$ cat config.mk
export PLATFORM = sky130hd
export DESIGN_NAME = pcr_ctrl
export DESIGN_NICKNAME = d
export VERILOG_FILES = /design/src/pcr_pkg.sv /design/src/pcr_sync.sv /design/src/pcr_xlate.sv /design/src/pcr_ctrl.sv
export SDC_FILE = /design/constraint.sdc
export NUM_CORES = 1
export LEC_CHECK = 0
export ABC_AREA = 1
export BUFFER_PORTS_ARGS = -buffer_cell sky130_fd_sc_hd__buf_2
export CORE_MARGIN = 4
export CORE_UTILIZATION = 53
export CTS_CLUSTER_DIAMETER = 40
export DETAILED_ROUTE_END_ITERATION = 6
export GPL_TIMING_DRIVEN = 0
export PLACE_DENSITY_LB_ADDON = 0.25
export SYNTH_ARGS = -nofsm -noshare
export SYNTH_HDL_FRONTEND = slang
export SYNTH_SLANG_ARGS = --single-unit
$ cat constraint.sdc
create_clock -name clock -period 1.65 [get_ports clock]
set_input_delay 0.33 -clock clock [delete_from_list [all_inputs] [get_ports clock]]
set_output_delay 0.33 -clock clock [all_outputs]
set_load 0.1 [all_outputs]
$ cat src/pcr_pkg.sv
// constants, field positions and command kinds for the card reader controller
// assumes status and command words are numbered msb-first: bit 0 is word[15]
package pcr_pkg;
    localparam int CLK_MHZ = 125;
    localparam int PICK_MIN_NS = 1000;
    localparam int PICK_MIN_CYC = (PICK_MIN_NS * CLK_MHZ + 999) / 1000;
    localparam int ROWS = 12;
    // status word positions (printed bit n sits at index 15-n)
    localparam int ST_ERR = 15;
    localparam int ST_OVF = 14;
    localparam int ST_TRBL = 13;
    localparam int ST_INOP = 12;
    localparam int ST_BUSY = 8;
    localparam int ST_DRDY_N = 7;
    localparam int ST_HOPPER = 6;
    localparam int ST_HOLD = 3;
    localparam int ST_PICKF = 2;
    localparam logic [15:0] STATUS_RST = 16'h8080;
    // command word positions
    localparam int CW_DI_CONN = 13;
    localparam int CW_SI_CONN = 12;
    localparam int CW_EOB = 11;
    localparam int CW_MODE = 10;
    localparam int CW_TERM = 10;
    typedef enum logic [1:0] {PCR_CMD_NONE, PCR_CMD_INIT, PCR_CMD_TERM, PCR_CMD_NOOP} pcr_cmd_t;
endpackage : pcr_pkg

$ cat src/pcr_sync.sv
// two-flop synchroniser for reader pins
// assumes pins are low-true, so reset loads the inactive level
`timescale 1ns/100ps
module pcr_sync #(
    parameter int W = 1
) (
    input wire logic clock,
    input wire logic srst,
    input wire logic [W-1:0] d,
    output logic [W-1:0] q
);
    logic [W-1:0] meta_r;

    always_ff @(posedge clock) begin
        if (srst) begin
            meta_r <= '1;
            q <= '1;
        end else begin
            meta_r <= d;
            q <= meta_r;
        end
    end
endmodule : pcr_sync

$ cat src/pcr_xlate.sv
// twelve-row punch pattern to eight-bit translate code
// assumes row order 12,11,0,1..9 at index 0..11, active high
`timescale 1ns/100ps
module pcr_xlate (
    input wire logic [11:0] rows,
    output logic [7:0] code
);
    always_comb begin
        code = 8'h00;
        code[7] = rows[0];
        code[6] = rows[1];
        code[5] = rows[2];
        // only one of rows 1..7 is punched; highest wins if not
        for (int i = 3; i <= 9; i++) begin
            if (rows[i]) begin
                code[4:2] = 3'(i - 2);
            end
        end
        code[1] = rows[10];
        code[0] = rows[11];
    end
endmodule : pcr_xlate

$ cat src/pcr_ctrl.sv
// register-mode punched card reader controller: commands, pick, column capture, status
// assumes decoded host strobes on clock, reader pins asynchronous and low-true
`timescale 1ns/100ps
module pcr_ctrl #(
    parameter int PICK_CYC = pcr_pkg::PICK_MIN_CYC
) (
    input wire logic clock,
    input wire logic srst,
    input wire logic initiate_cmd,
    input wire logic terminate_cmd,
    input wire logic noop_cmd,
    input wire logic [15:0] cmd_word,
    input wire logic input_data_command,
    input wire logic card_at_read_station_n,
    input wire logic column_strobe_n,
    input wire logic [11:0] column_data_n,
    input wire logic reader_ready_n,
    input wire logic power_off_n,
    input wire logic pick_fail_n,
    input wire logic hopper_stacker_n,
    input wire logic read_check_n,
    input wire logic motion_check_n,
    input wire logic stop_button_n,
    input wire logic reset_button_n,
    output logic [15:0] reader_status_word,
    output logic [15:0] column_word,
    output logic column_data_request,
    output logic data_interrupt_request,
    output logic service_interrupt_request,
    output logic pick_request_line_n
);
    localparam int CW = $clog2(PICK_CYC + 1);

    // a zero count would release pick before the reader can latch it
    if (PICK_CYC < 1) begin : g_bad_pick
        $error("pick hold count must be at least one cycle");
    end

    logic [21:0] pins_s;
    logic card_in_reader, column_strobe, reader_ready, stop_btn, reset_btn;
    logic pwr_off, pick_fail, hopper, read_check, motion_check;
    logic [11:0] col_rows;
    logic card_d_r, strobe_d_r;
    logic card_fall, strobe_rise, buffer_load_strobe;
    logic read_trouble, inoperable;
    pcr_pkg::pcr_cmd_t pend_kind_r;
    logic [15:0] pend_word_r;
    logic go, inop_cmd, transfer_initiate_pulse, term_exec, noop_exec;
    logic terminate_idle_service_set;
    logic xfer_en_r, busy_r, pick_r, pick_nxt, mode_bin_r;
    logic [CW-1:0] pick_cnt_r;
    logic data_ready_r, ovf_r, si_req_r, hold_r;
    logic di_conn_r, si_conn_r;
    logic [11:0] buf_r;
    logic [7:0] xlate_code;
    logic req_nxt;

    pcr_sync #(
        .W(22)
    ) u_sync (
        .clock(clock),
        .srst(srst),
        .d({card_at_read_station_n, column_strobe_n, column_data_n, reader_ready_n, power_off_n,
            pick_fail_n, hopper_stacker_n, read_check_n, motion_check_n, stop_button_n, reset_button_n}),
        .q(pins_s)
    );

    assign card_in_reader = ~pins_s[21];
    assign column_strobe = ~pins_s[20];
    assign col_rows = ~pins_s[19:8];
    assign reader_ready = ~pins_s[7];
    assign pwr_off = ~pins_s[6];
    assign pick_fail = ~pins_s[5];
    assign hopper = ~pins_s[4];
    assign read_check = ~pins_s[3];
    assign motion_check = ~pins_s[2];
    assign stop_btn = ~pins_s[1];
    assign reset_btn = ~pins_s[0];

    assign read_trouble = read_check | motion_check;
    assign inoperable = pwr_off | pick_fail | hopper | read_trouble;

    // edge detectors on synchronised reader lines
    always_ff @(posedge clock) begin
        if (srst) begin
            card_d_r <= 1'b0;
            strobe_d_r <= 1'b0;
        end else begin
            card_d_r <= card_in_reader;
            strobe_d_r <= column_strobe;
        end
    end

    assign card_fall = card_d_r & ~card_in_reader;
    assign strobe_rise = ~strobe_d_r & column_strobe;
    // one load per strobe trailing edge; relies on the reader spacing strobes
    assign buffer_load_strobe = strobe_d_r & ~column_strobe;

    // hold: stop pressed on an operable reader, released by reset button
    always_ff @(posedge clock) begin
        if (srst) begin
            hold_r <= 1'b0;
        end else if (stop_btn && !inoperable) begin
            hold_r <= 1'b1;
        end else if (reset_btn) begin
            hold_r <= 1'b0;
        end
    end

    // every command is parked here; it runs once hold is gone
    always_ff @(posedge clock) begin
        if (srst) begin
            pend_kind_r <= pcr_pkg::PCR_CMD_NONE;
            pend_word_r <= 16'h0000;
        end else if (initiate_cmd || terminate_cmd || noop_cmd) begin
            pend_kind_r <= initiate_cmd ? pcr_pkg::PCR_CMD_INIT :
                           terminate_cmd ? pcr_pkg::PCR_CMD_TERM : pcr_pkg::PCR_CMD_NOOP;
            pend_word_r <= cmd_word;
        end else if (go && (inoperable || pend_kind_r != pcr_pkg::PCR_CMD_INIT || reader_ready)) begin
            pend_kind_r <= pcr_pkg::PCR_CMD_NONE;
        end
    end

    assign go = (pend_kind_r != pcr_pkg::PCR_CMD_NONE) && !hold_r;
    assign inop_cmd = go && inoperable;
    // initiate waits for ready rather than being dropped
    assign transfer_initiate_pulse = go && !inoperable && reader_ready &&
                                     pend_kind_r == pcr_pkg::PCR_CMD_INIT;
    assign term_exec = go && !inoperable && pend_kind_r == pcr_pkg::PCR_CMD_TERM &&
                       pend_word_r[pcr_pkg::CW_TERM];
    assign noop_exec = go && !inoperable && pend_kind_r == pcr_pkg::PCR_CMD_NOOP;
    assign terminate_idle_service_set = term_exec && !busy_r;

    // interrupt connections from the initiate or no-op word
    always_ff @(posedge clock) begin
        if (srst) begin
            di_conn_r <= 1'b0;
            si_conn_r <= 1'b0;
        end else if (transfer_initiate_pulse || noop_exec) begin
            di_conn_r <= pend_word_r[pcr_pkg::CW_DI_CONN];
            si_conn_r <= pend_word_r[pcr_pkg::CW_SI_CONN];
        end
    end

    // control flops: initiate sets both; service request clears both, terminate clears enable, card end clears busy
    always_ff @(posedge clock) begin
        if (srst) begin
            xfer_en_r <= 1'b0;
            busy_r <= 1'b0;
        end else if (transfer_initiate_pulse) begin
            xfer_en_r <= 1'b1;
            busy_r <= 1'b1;
        end else begin
            if (term_exec || si_req_r) begin
                xfer_en_r <= 1'b0;
            end
            if (card_fall || si_req_r) begin
                busy_r <= 1'b0;
            end
        end
    end

    // pick stays until card arrives and the minimum hold with ready has passed
    always_comb begin
        pick_nxt = pick_r;
        if (transfer_initiate_pulse) begin
            pick_nxt = 1'b1;
        end else if (si_req_r) begin
            pick_nxt = 1'b0;
        end else if (card_in_reader && pick_cnt_r == CW'(PICK_CYC)) begin
            pick_nxt = 1'b0;
        end
    end

    always_ff @(posedge clock) begin
        if (srst) begin
            pick_r <= 1'b0;
            pick_request_line_n <= 1'b1;
            pick_cnt_r <= '0;
        end else begin
            pick_r <= pick_nxt;
            pick_request_line_n <= ~pick_nxt;
            if (transfer_initiate_pulse) begin
                pick_cnt_r <= '0;
            end else if (pick_r && reader_ready && pick_cnt_r != CW'(PICK_CYC)) begin
                pick_cnt_r <= pick_cnt_r + 1'b1;
            end
        end
    end

    // mode latch
    always_ff @(posedge clock) begin
        if (srst) begin
            mode_bin_r <= 1'b0;
        end else if (transfer_initiate_pulse) begin
            mode_bin_r <= pend_word_r[pcr_pkg::CW_MODE];
        end else if (si_req_r) begin
            mode_bin_r <= 1'b0;
        end
    end

    // data ready and overflow; a new event wins over the host's take
    always_ff @(posedge clock) begin
        if (srst || !busy_r) begin
            data_ready_r <= 1'b0;
        end else if (buffer_load_strobe && xfer_en_r) begin
            data_ready_r <= 1'b1;
        end else if (input_data_command) begin
            data_ready_r <= 1'b0;
        end
    end

    always_ff @(posedge clock) begin
        if (srst) begin
            ovf_r <= 1'b0;
        end else if ((strobe_rise || card_fall) && data_ready_r) begin
            ovf_r <= 1'b1;
        end else if (input_data_command) begin
            ovf_r <= 1'b0;
        end
    end

    assign req_nxt = data_ready_r && xfer_en_r && !ovf_r && !term_exec;

    // stored data interrupt request, cleared by data take, terminate without end-of-block, or disconnect
    always_ff @(posedge clock) begin
        if (srst) begin
            column_data_request <= 1'b0;
            data_interrupt_request <= 1'b0;
        end else begin
            column_data_request <= req_nxt;
            if (di_conn_r && ((req_nxt && !column_data_request) ||
                              (term_exec && pend_word_r[pcr_pkg::CW_EOB]))) begin
                data_interrupt_request <= 1'b1;
            end else if (input_data_command || term_exec ||
                         ((transfer_initiate_pulse || noop_exec) && !pend_word_r[pcr_pkg::CW_DI_CONN])) begin
                data_interrupt_request <= 1'b0;
            end
        end
    end

    // service request: card end, command while inoperable, terminate while idle
    always_ff @(posedge clock) begin
        if (srst) begin
            si_req_r <= 1'b0;
            service_interrupt_request <= 1'b0;
        end else begin
            if (card_fall || inop_cmd || terminate_idle_service_set) begin
                si_req_r <= 1'b1;
            end else if (transfer_initiate_pulse || noop_exec) begin
                si_req_r <= 1'b0;
            end
            service_interrupt_request <= si_req_r && si_conn_r;
        end
    end

    // column buffer and output formatting
    always_ff @(posedge clock) begin
        if (srst) begin
            buf_r <= 12'h000;
        end else if (buffer_load_strobe) begin
            buf_r <= col_rows;
        end
    end

    pcr_xlate u_xlate (
        .rows(buf_r),
        .code(xlate_code)
    );

    always_ff @(posedge clock) begin
        if (srst) begin
            column_word <= 16'h0000;
        end else if (mode_bin_r) begin
            column_word <= {4'h0, buf_r};
        end else begin
            column_word <= {8'h00, xlate_code};
        end
    end

    // status word refreshed every cycle; unused positions stay zero
    always_ff @(posedge clock) begin
        if (srst) begin
            reader_status_word <= pcr_pkg::STATUS_RST;
        end else begin
            reader_status_word <= 16'h0000;
            reader_status_word[pcr_pkg::ST_ERR] <= !(ovf_r || read_trouble || inoperable);
            reader_status_word[pcr_pkg::ST_OVF] <= ovf_r;
            reader_status_word[pcr_pkg::ST_TRBL] <= read_trouble;
            reader_status_word[pcr_pkg::ST_INOP] <= inoperable;
            reader_status_word[pcr_pkg::ST_BUSY] <= busy_r;
            reader_status_word[pcr_pkg::ST_DRDY_N] <= !data_ready_r;
            reader_status_word[pcr_pkg::ST_HOPPER] <= hopper;
            reader_status_word[pcr_pkg::ST_HOLD] <= hold_r;
            reader_status_word[pcr_pkg::ST_PICKF] <= pick_fail;
        end
    end
endmodule : pcr_ctrl

==> impl_metrics.tcl, run 1 <==
set metrics [dict create \
    period_needed_ns 1.47 \
    clock_sinks 106 \
    grt.overflow.total 0 \
    path_class "reg2out" \
    design_area_sq_um 4230 \
    clock_latency_ns 0.36 \
    synth_top_cells_by_area "dfxtp_1, or2_2, nand2_1" \
    ys.flop_type "dfxtp_1" \
    yosysUniqueCellTypes 33 \
    rsz0062_at_grt "no" \
    cts_root_buf "clkbuf_8" \
    r2r_cells 7 \
    post-place-ws_ns 0.269 \
    cpPeakStageDelay_ns 0.43 \
    grt_pass1_vias 2459 \
    path_delay_family "buffers and inverters" \
    r2r_end "pick_cnt_r[1]" \
    cts_setup_buffers 0 \
    finalHoldViolations 0 \
    synth.most_common_cell "dfxtp_1" \
    htreeDepth 3 \
    required_ns 1.32 \
    dr.pass1.iters 4 \
    cp.arrival_ns 1.14 \
    clk_pin_slew_worst_paths_ns 0.10 \
    r2r_slack_ns 0.24 \
    die_w_um 90.4 \
    min_from "column_data_n[10]" \
    place.gp.congestion 0.852 \
    finalNetCount 519 \
    fmax_mhz 682 \
    area_growth_pct 17.5 \
    grt_start_max_net_pins 20 \
    hold_class "in2reg" \
    synth_area_leader_cell "dfxtp_1" \
    grt_usage_pct 16.2 \
    drt-total-wl_um 6110 \
    drt-wirelength-per-cell_um 11.0 \
    cts-buffers-inserted 9 \
    fin_skew_ns 0.0108 \
    fp-row-count 29 \
    vias 2568 \
    cpMaxStageDelayCell "buf_2" \
    ys_top_cells_by_count "dfxtp_1, nand2_1, or2_2, inv_1, nor2_1" \
    start_util_pct 55.7 \
    ant_nets 0 \
    end_kind "output pin" \
    portBuffers 55 \
    setup_tns_ns 0 \
    drtIter0Drc 141 \
    holdBufCountCts 0 \
    antenna_cells 0 \
    place_area_sq_um 4010 \
    coreArea_sq_um 6460 \
    path_cells "buf_2" \
    synth_area_sq_um 3600 \
    power.leakage_uw 0.00190 \
    dp_hpwl_um 4570 \
    status "finished clean" \
    syn_area_per_cell_sq_um 9.06 \
    max_cap_viol_count 0 \
    cts_tree "yes" \
    worst_slack_ns 0.184 \
    drcViolationCount 0 \
    antenna_found_initial 0 \
    crit_fanout 2 \
    ys_warn_count 0 \
    holdPathStages 2 \
    reg2reg_from "u_sync.q[5]" \
    netlist_instances 397 \
    synth-seq-cells 106 \
    post-route-period-util_pct 88.9 \
    cts.path.max_buffers 2 \
    ir_worst_vdd_mv 0.934 \
    drive_above_1_share_pct 30.5 \
    setup_viol 0 \
    nFillCells 529 \
    power.density_nw_per_um2 1140 \
    post-synth-top-area-fraction_pct 59.0 \
    synth-edff-count 0 \
    seq_area_frac_synth_pct 59.0 \
    async_flop_share_pct 0 \
    drv_slew 0 \
    cts.repair.resized 0 \
    dieArea_sq_um 8170 \
    via_per_inst 4.63 \
    die_y_um 90.4 \
    worstSetupStartpointType "flip-flop" \
    min_to "u_sync.meta_r[18]" \
    critical_path_buf_inv_count 1 \
    io_pins 80 \
    grt_pass1_wl_um 10800 \
]
placed cells by master (no fill, tap or decap), types with 2 or more instances in the layout:
master / count
conb_1: 11
inv_6: 3
or2_2: 44
ha_1: 2
a21oi_2: 6
inv_2: 2
a21oi_1: 27
buf_4: 11
nor3_1: 3
nor2_2: 3
clkbuf_8: 10
nand2_1: 48
nand4_1: 3
buf_2: 58
o21ai_1: 2
xor2_1: 3
nand3_1: 11
buf_6: 2
inv_1: 36
nor3_2: 2
o21ai_0: 26
clkbuf_1: 9
dfxtp_1: 106
nor2_1: 36
report_power, final:
| group | switching [uW] | internal, uW | total, uW |
|---|---|---|---|
| Clock | 875 | 774 | 1650 |
| Sequential | 34.5 | 2650 | 2680 |
| Combinational | 358 | 132 | 490 |
worst max-delay path by stage:
| stage | start | endpoint | cells past startpoint |
|---|---|---|---|
| after CTS | data_interrupt_request | data_interrupt_request | 1 |
| after global routing | u_sync.q[5] | si_req_r | 9 |
| after floorplan | column_data_request | data_interrupt_request | 5 |
| after global placement | srst | service_interrupt_request | 4 |
| after detailed placement | u_sync.q[5] | pick_cnt_r[2] | 7 |
| final | data_interrupt_request | data_interrupt_request | 1 |
stage by stage:
step	cells	hold WS [ns]	power (uW)	util, %
floorplan	407	0.382	3140	-
global placement	539	0.392	3220	62.0
detailed placement	539	0.392	3230	62.0
CTS	555	0.117	4870	65.4
global route	555	0.104	5040	65.4
finish	555	0.136	4820	65.4
state kept, by name, indices dropped and copies added (netlist names), 2 cells and up:
register	count
column_word	12
pick_cnt_r	7
u_sync.meta_r	22
u_sync.q	22
pend_kind_r	2
reader_status_word	9
buf_r	12
pend_word_r	4
layout make-up:
type                            instances  area (sq um)  area share (%)
Inverter                               38           143            3.38
Timing Repair Buffer                   55           275            6.51
Multi-Input combinational cell        237          1210            28.7
Buffer                                 26           158            3.73
Tap cell                               77          96.3            2.28
Clock inverter                          6          81.3            1.92
Sequential cell                       106          2120            50.2
Clock buffer                           10           138            3.26
cells by family (layout without fill, tap and decap cells):
family	Yosys count	count (layout)	synth area share, %
other	1	11	0.104
flip-flops	106	106	59.0
XOR/XNOR	3	3	0.731
AND/OR/NAND/NOR	153	153	20.6
AO/OA/AOI/OAI	68	68	10.5
adder cells (fa/ha/maj)	2	2	0.696
buffers and inverters	64	135	8.35
metal layers:
| layer | vias to the layer above | wire (um) | part of all wire (%) | track usage [%] |
|---|---|---|---|---|
| met5 | - | 0 | 0 | 0 |
| met4 | 0 | 104 | 1.7 | 5.99 |
| met3 | 12 | 471 | 7.7 | 6.42 |
| met2 | 89 | 2580 | 42 | 25.1 |
| met1 | 1090 | 2960 | 48 | 20.6 |
| li1 | 1377 | - | - | - |
No activity file was read; power rests on OpenSTA's default activity.
==> run 2, diff against run 1 <==
--- a/config.mk
+++ b/config.mk
@@ -12,7 +12,7 @@
 export CTS_CLUSTER_DIAMETER = 40
 export DETAILED_ROUTE_END_ITERATION = 6
 export GPL_TIMING_DRIVEN = 0
-export PLACE_DENSITY_LB_ADDON = 0.25
+export PLACE_DENSITY = 0.8
 export SYNTH_ARGS = -nofsm -noshare
 export SYNTH_HDL_FRONTEND = slang
 export SYNTH_SLANG_ARGS = --single-unit
==> run 2 against run 1 <==
  * Die area unchanged
  * Sequential cell count unchanged
  * Sequential share of layout area grew 0.10 points
  * Final cell count is the same
  * Worst setup slack improved by 0.0048 ns
  * Clock skew fell by 0.0026 ns
  * Via count is 1.1% higher
  * Count of clock-buffer cells in the layout is the same
  * First-iteration DRC count increased by 14%
==> impl_metrics.tcl, run 2 (synthesis results as in run 1) <==
set metrics [dict create \
    status "finished clean" \
    cp.arrival_ns 1.13 \
    fp-row-count 29 \
    multi_input_area_sq_um 1210 \
    grt_pass1_vias 2474 \
    die_y_um 90.4 \
    portBuffers 55 \
    drtIter0Drc 161 \
    die_w_um 90.4 \
    p_comb_share_pct 10.3 \
    io_pins 80 \
    post-place-ws_ns 0.268 \
    area_growth_pct 17.2 \
    path_cells "buf_2" \
    crit_fanout 2 \
    cts_tree "yes" \
    drcViolationCount 0 \
    fmax_mhz 684 \
    wl_met3_um 292 \
    regArea_sq_um 2120 \
    clock_sinks 106 \
    grt_start_max_net_pins 19 \
    internal-power_uw 3540 \
    ir_worst_vdd_mv 0.541 \
    cts-buffers-inserted 9 \
    dr.pass1.iters 4 \
    end_kind "output pin" \
    final_common_cell "dfxtp_1" \
    p_sw_uw 1240 \
    ant_nets 0 \
    cts.repair.resized 0 \
    start_util_pct 55.7 \
    wl_met2_um 2860 \
    cts_root_buf "clkbuf_8" \
    post-route-period-util_pct 88.6 \
    p_sw_share_pct 26.0 \
    required_ns 1.32 \
    place.gp.congestion 0.872 \
    holdBufCountCts 0 \
    vias 2596 \
    hold_class "in2reg" \
    layout_common_cells "dfxtp_1, buf_2, nand2_1" \
    reg_top3 "u_sync.meta_r (22), u_sync.q (22)" \
    rsz0062_at_grt "no" \
    p_clk_share_pct 33.6 \
    cts.path.max_buffers 2 \
    setup_tns_ns 0 \
    min_from "hopper_stacker_n" \
    cts_setup_buffers 0 \
    cpMaxStageDelayCell "buf_2" \
    dieArea_sq_um 8170 \
    drv_slew 0 \
    clk_pin_slew_worst_paths_ns 0.10 \
    setup.worst_path.start "column_data_request" \
    coreArea_sq_um 6460 \
    seqPwrFrac_pct 56.1 \
    finalNetCount 519 \
    wl_met1_um 2960 \
    power.density_nw_per_um2 1130 \
    nFillCells 561 \
    design_area_sq_um 4220 \
    grt.overflow.total 0 \
    grt_usage_pct 15.9 \
    via_per_inst 4.68 \
    drt-wirelength-per-cell_um 11.3 \
    critical_path_buf_inv_count 1 \
    max_cap_viol_count 0 \
    clock_latency_ns 0.36 \
    htreeDepth 3 \
    cpPeakStageDelay_ns 0.43 \
    reg2reg_from "pick_cnt_r[1]" \
    period_needed_ns 1.46 \
    finalHoldViolations 0 \
    path_delay_family "buffers and inverters" \
    timing.hold.ws_ns 0.144 \
    path_class "reg2out" \
    dp_hpwl_um 4600 \
    worst_slack_ns 0.189 \
    fin_skew_ns 0.00817 \
    antenna_cells 0 \
    place_area_sq_um 4010 \
    grt_pass1_wl_um 10600 \
    power.leakage_uw 0.00189 \
    setup_viol 0 \
    drive_above_1_share_pct 30.5 \
    antenna_found_initial 0 \
    worstSetupStartpointType "flip-flop" \
    highest_layer "met4" \
    drt-total-wl_um 6270 \
]
==> run 2: cell count changes in the layout (fill, tap and decap cells not counted), sizes merged <==
cell      change
clkinvlp      +1
inv           -1
==> run 2: through the flow <==
stage	instances	utilization [%]	total power (uW)
2_1_floorplan	407	-	3140
3_3_place_gp	539	62.0	3220
3_5_place_dp	539	62.0	3230
4_1_cts	555	65.3	4810
5_1_grt	555	65.3	4980
6_report	555	65.3	4780
==> run 2: power groups by stage <==
stage	combinational (uW)	sequential, uW	clock [uW]
after CTS	492	2680	1640
after detailed placement	490	2740	0
after global routing	527	2690	1760
after global placement	483	2740	0
after floorplan	288	2850	0
final	491	2680	1610
==> run 2: worst paths after layout <==
check / to / slack [ns] / depth (start not counted)
max: column_data_request / 0.19 / 1
min: u_sync.meta_r[4] / 0.14 / 2
max reg2reg: pick_cnt_r[6] / 0.23 / 8
min reg2reg: buf_r[8] / 0.40 / 1
==> run 2: layout make-up <==
cell class	instances	area share [%]
Buffer	26	3.74
Sequential cell	106	50.3
Clock inverter	6	1.72
Timing Repair Buffer	55	6.53
Tap cell	77	2.28
Multi-Input combinational cell	237	28.8
Clock buffer	10	3.26
Inverter	38	3.38
==> run 2: worst reg2reg max path, delay by kind of cell (launching register included) <==
kind,cells,cell delay [ns]
buffers and inverters,2,0.22
adders and majority gates,1,0.19
DFF,1,0.39
and+or+nand+nor,4,0.39
AOI/OAI and AO/OA,1,0.16
==> run 2: routing by layer <==
layer	vias to the layer above	global-route usage (%)
met5	-	0
met4	0	7.65
met3	16	4.42
met2	69	26.1
met1	1133	19.2
li1	1378	-
==> run 3, diff against run 2 <==
--- a/config.mk
+++ b/config.mk
@@ -8,11 +8,12 @@
 export ABC_AREA = 1
 export BUFFER_PORTS_ARGS = -buffer_cell sky130_fd_sc_hd__buf_2
 export CORE_MARGIN = 4
-export CORE_UTILIZATION = 53
+export CORE_UTILIZATION = 55
+export CTS_BUF_LIST = sky130_fd_sc_hd__clkbuf_4 sky130_fd_sc_hd__clkbuf_8
 export CTS_CLUSTER_DIAMETER = 40
 export DETAILED_ROUTE_END_ITERATION = 6
 export GPL_TIMING_DRIVEN = 0
-export PLACE_DENSITY = 0.8
+export PLACE_DENSITY = 0.83
 export SYNTH_ARGS = -nofsm -noshare
 export SYNTH_HDL_FRONTEND = slang
 export SYNTH_SLANG_ARGS = --single-unit
==> run 3 against run 2 <==
  * Global-route usage is 1.9 points higher
  * Critical path type unchanged
  * Largest power group unchanged
  * Utilization up 1.1 points
  * Worst setup slack improved by 0.0050 ns
  * Sequential power about the same
  * Sequential share of layout area hardly changed
  * Sequential cell count unchanged
  * Final cell count unchanged
  * Largest cell class unchanged
==> impl_metrics.tcl, run 3 (synthesis results as in run 1) <==
set metrics [dict create \
    layout_common_cells "dfxtp_1, buf_2, nand2_1" \
    fp-row-count 29 \
    cts_tree "yes" \
    portBuffers 55 \
    cts_setup_buffers 0 \
    fin_skew_ns 0.00686 \
    dp_hpwl_um 4720 \
    drt-wirelength-per-cell_um 11.4 \
    coreArea_sq_um 6350 \
    hold_class "in2reg" \
    grt_usage_pct 17.8 \
    path_cells "buf_2" \
    cts.path.max_buffers 2 \
    cts_root_buf "clkbuf_8" \
    finalHoldViolations 0 \
    dieArea_sq_um 7900 \
    clock_latency_ns 0.35 \
    cpPeakStageDelay_ns 0.43 \
    drv_slew 0 \
    clock_sinks 106 \
    post-route-period-util_pct 88.3 \
    die_w_um 88.9 \
    drtIter0Drc 154 \
    area_growth_pct 17.1 \
    start_util_pct 56.7 \
    grt_start_max_net_pins 18 \
    antenna_found_initial 0 \
    grt_pass1_wl_um 10800 \
    crit_fanout 2 \
    antenna_cells 0 \
    reg_top3 "u_sync.meta_r (22), u_sync.q (22)" \
    fmax_mhz 687 \
    setup_viol 0 \
    drcViolationCount 0 \
    finalNetCount 519 \
    clk_pin_slew_worst_paths_ns 0.09 \
    cts-buffers-inserted 9 \
    ant_nets 0 \
    path_delay_family "buffers and inverters" \
    io_pins 80 \
    nFillCells 506 \
    cts.repair.resized 0 \
    via_per_inst 4.72 \
    drive_above_1_share_pct 30.5 \
    path_class "reg2out" \
    required_ns 1.32 \
    grt.overflow.total 0 \
    status "finished clean" \
    max_cap_viol_count 0 \
    drt-total-wl_um 6350 \
    dr.pass1.iters 4 \
    grt_pass1_vias 2490 \
    htreeDepth 3 \
    final_common_cell "dfxtp_1" \
    vias 2618 \
    power.leakage_uw 0.00190 \
    holdBufCountCts 0 \
    period_needed_ns 1.46 \
    end_kind "output pin" \
    cpMaxStageDelayCell "buf_2" \
    die_y_um 88.9 \
    critical_path_buf_inv_count 1 \
    worstSetupStartpointType "flip-flop" \
    place_inst 539 \
    power.density_nw_per_um2 1130 \
    setup_tns_ns 0 \
    place.gp.congestion 0.895 \
    finalNonFillerCells 555 \
    cp.arrival_ns 1.13 \
    rsz0062_at_grt "no" \
    ir_worst_vdd_mv 0.741 \
]
-- run 3: changes by cell type in the layout (fill, tap and decap cells not counted) --
cell | previous run | this run
clkbuf_4 | 0 | 1
clkinv_2 | 0 | 1
clkinvlp_4 | 1 | 0
clkinv_4 | 2 | 1
-- run 3: stage by stage --
stage / utilization (%) / hold slack [ns] / total power, uW / cell area, sq um / worst slack [ns]
CTS: 66.3 / 0.134 / 4800 / 4210 / 0.164
floorplan: - / 0.382 / 3140 / 3630 / 0.278
global placement: 63.1 / 0.392 / 3220 / 4010 / 0.315
finish: 66.3 / 0.153 / 4770 / 4210 / 0.194
detailed placement: 63.1 / 0.393 / 3230 / 4010 / 0.289
global route: 66.3 / 0.131 / 4970 / 4210 / 0.0715
-- run 3: path summary, 6_finish.rpt --
check | from | end | slack (ns) | cells after the start
worst max-delay path | column_data_request | column_data_request | 0.19 | 1
worst min-delay path | hopper_stacker_n | u_sync.meta_r[4] | 0.15 | 2
worst max register to register | pick_cnt_r[1] | pick_cnt_r[6] | 0.26 | 8
worst min register to register | u_sync.q[12] | buf_r[4] | 0.40 | 1
-- run 3: where the power goes --
| part | internal, uW | total, uW | switching (uW) |
|---|---|---|---|
| clock | 772 | 1600 | 826 |
| combinational | 132 | 490 | 358 |
| sequential | 2650 | 2690 | 36.5 |
| total | 3550 | 4770 | 1220 |
-- run 3: layer usage --
metal  GRT usage, %  vias to the layer above  part of all wire (%)
met5              0                        -                     0
met4           8.65                        0                   1.4
met3           3.26                        8                   7.2
met2           29.1                       77                    49
met1           22.7                     1151                    43
li1               -                     1382                     -
-- run 3: area by class of cell --
type	instances	area (sq um)	share of cell area, %
Tap cell	77	96.3	2.29
Sequential cell	106	2120	50.4
Buffer	26	158	3.74
Multi-Input combinational cell	237	1210	28.8
Inverter	38	143	3.39
Clock inverter	5	61.3	1.46
Clock buffer	11	145	3.45
Timing Repair Buffer	55	275	6.53
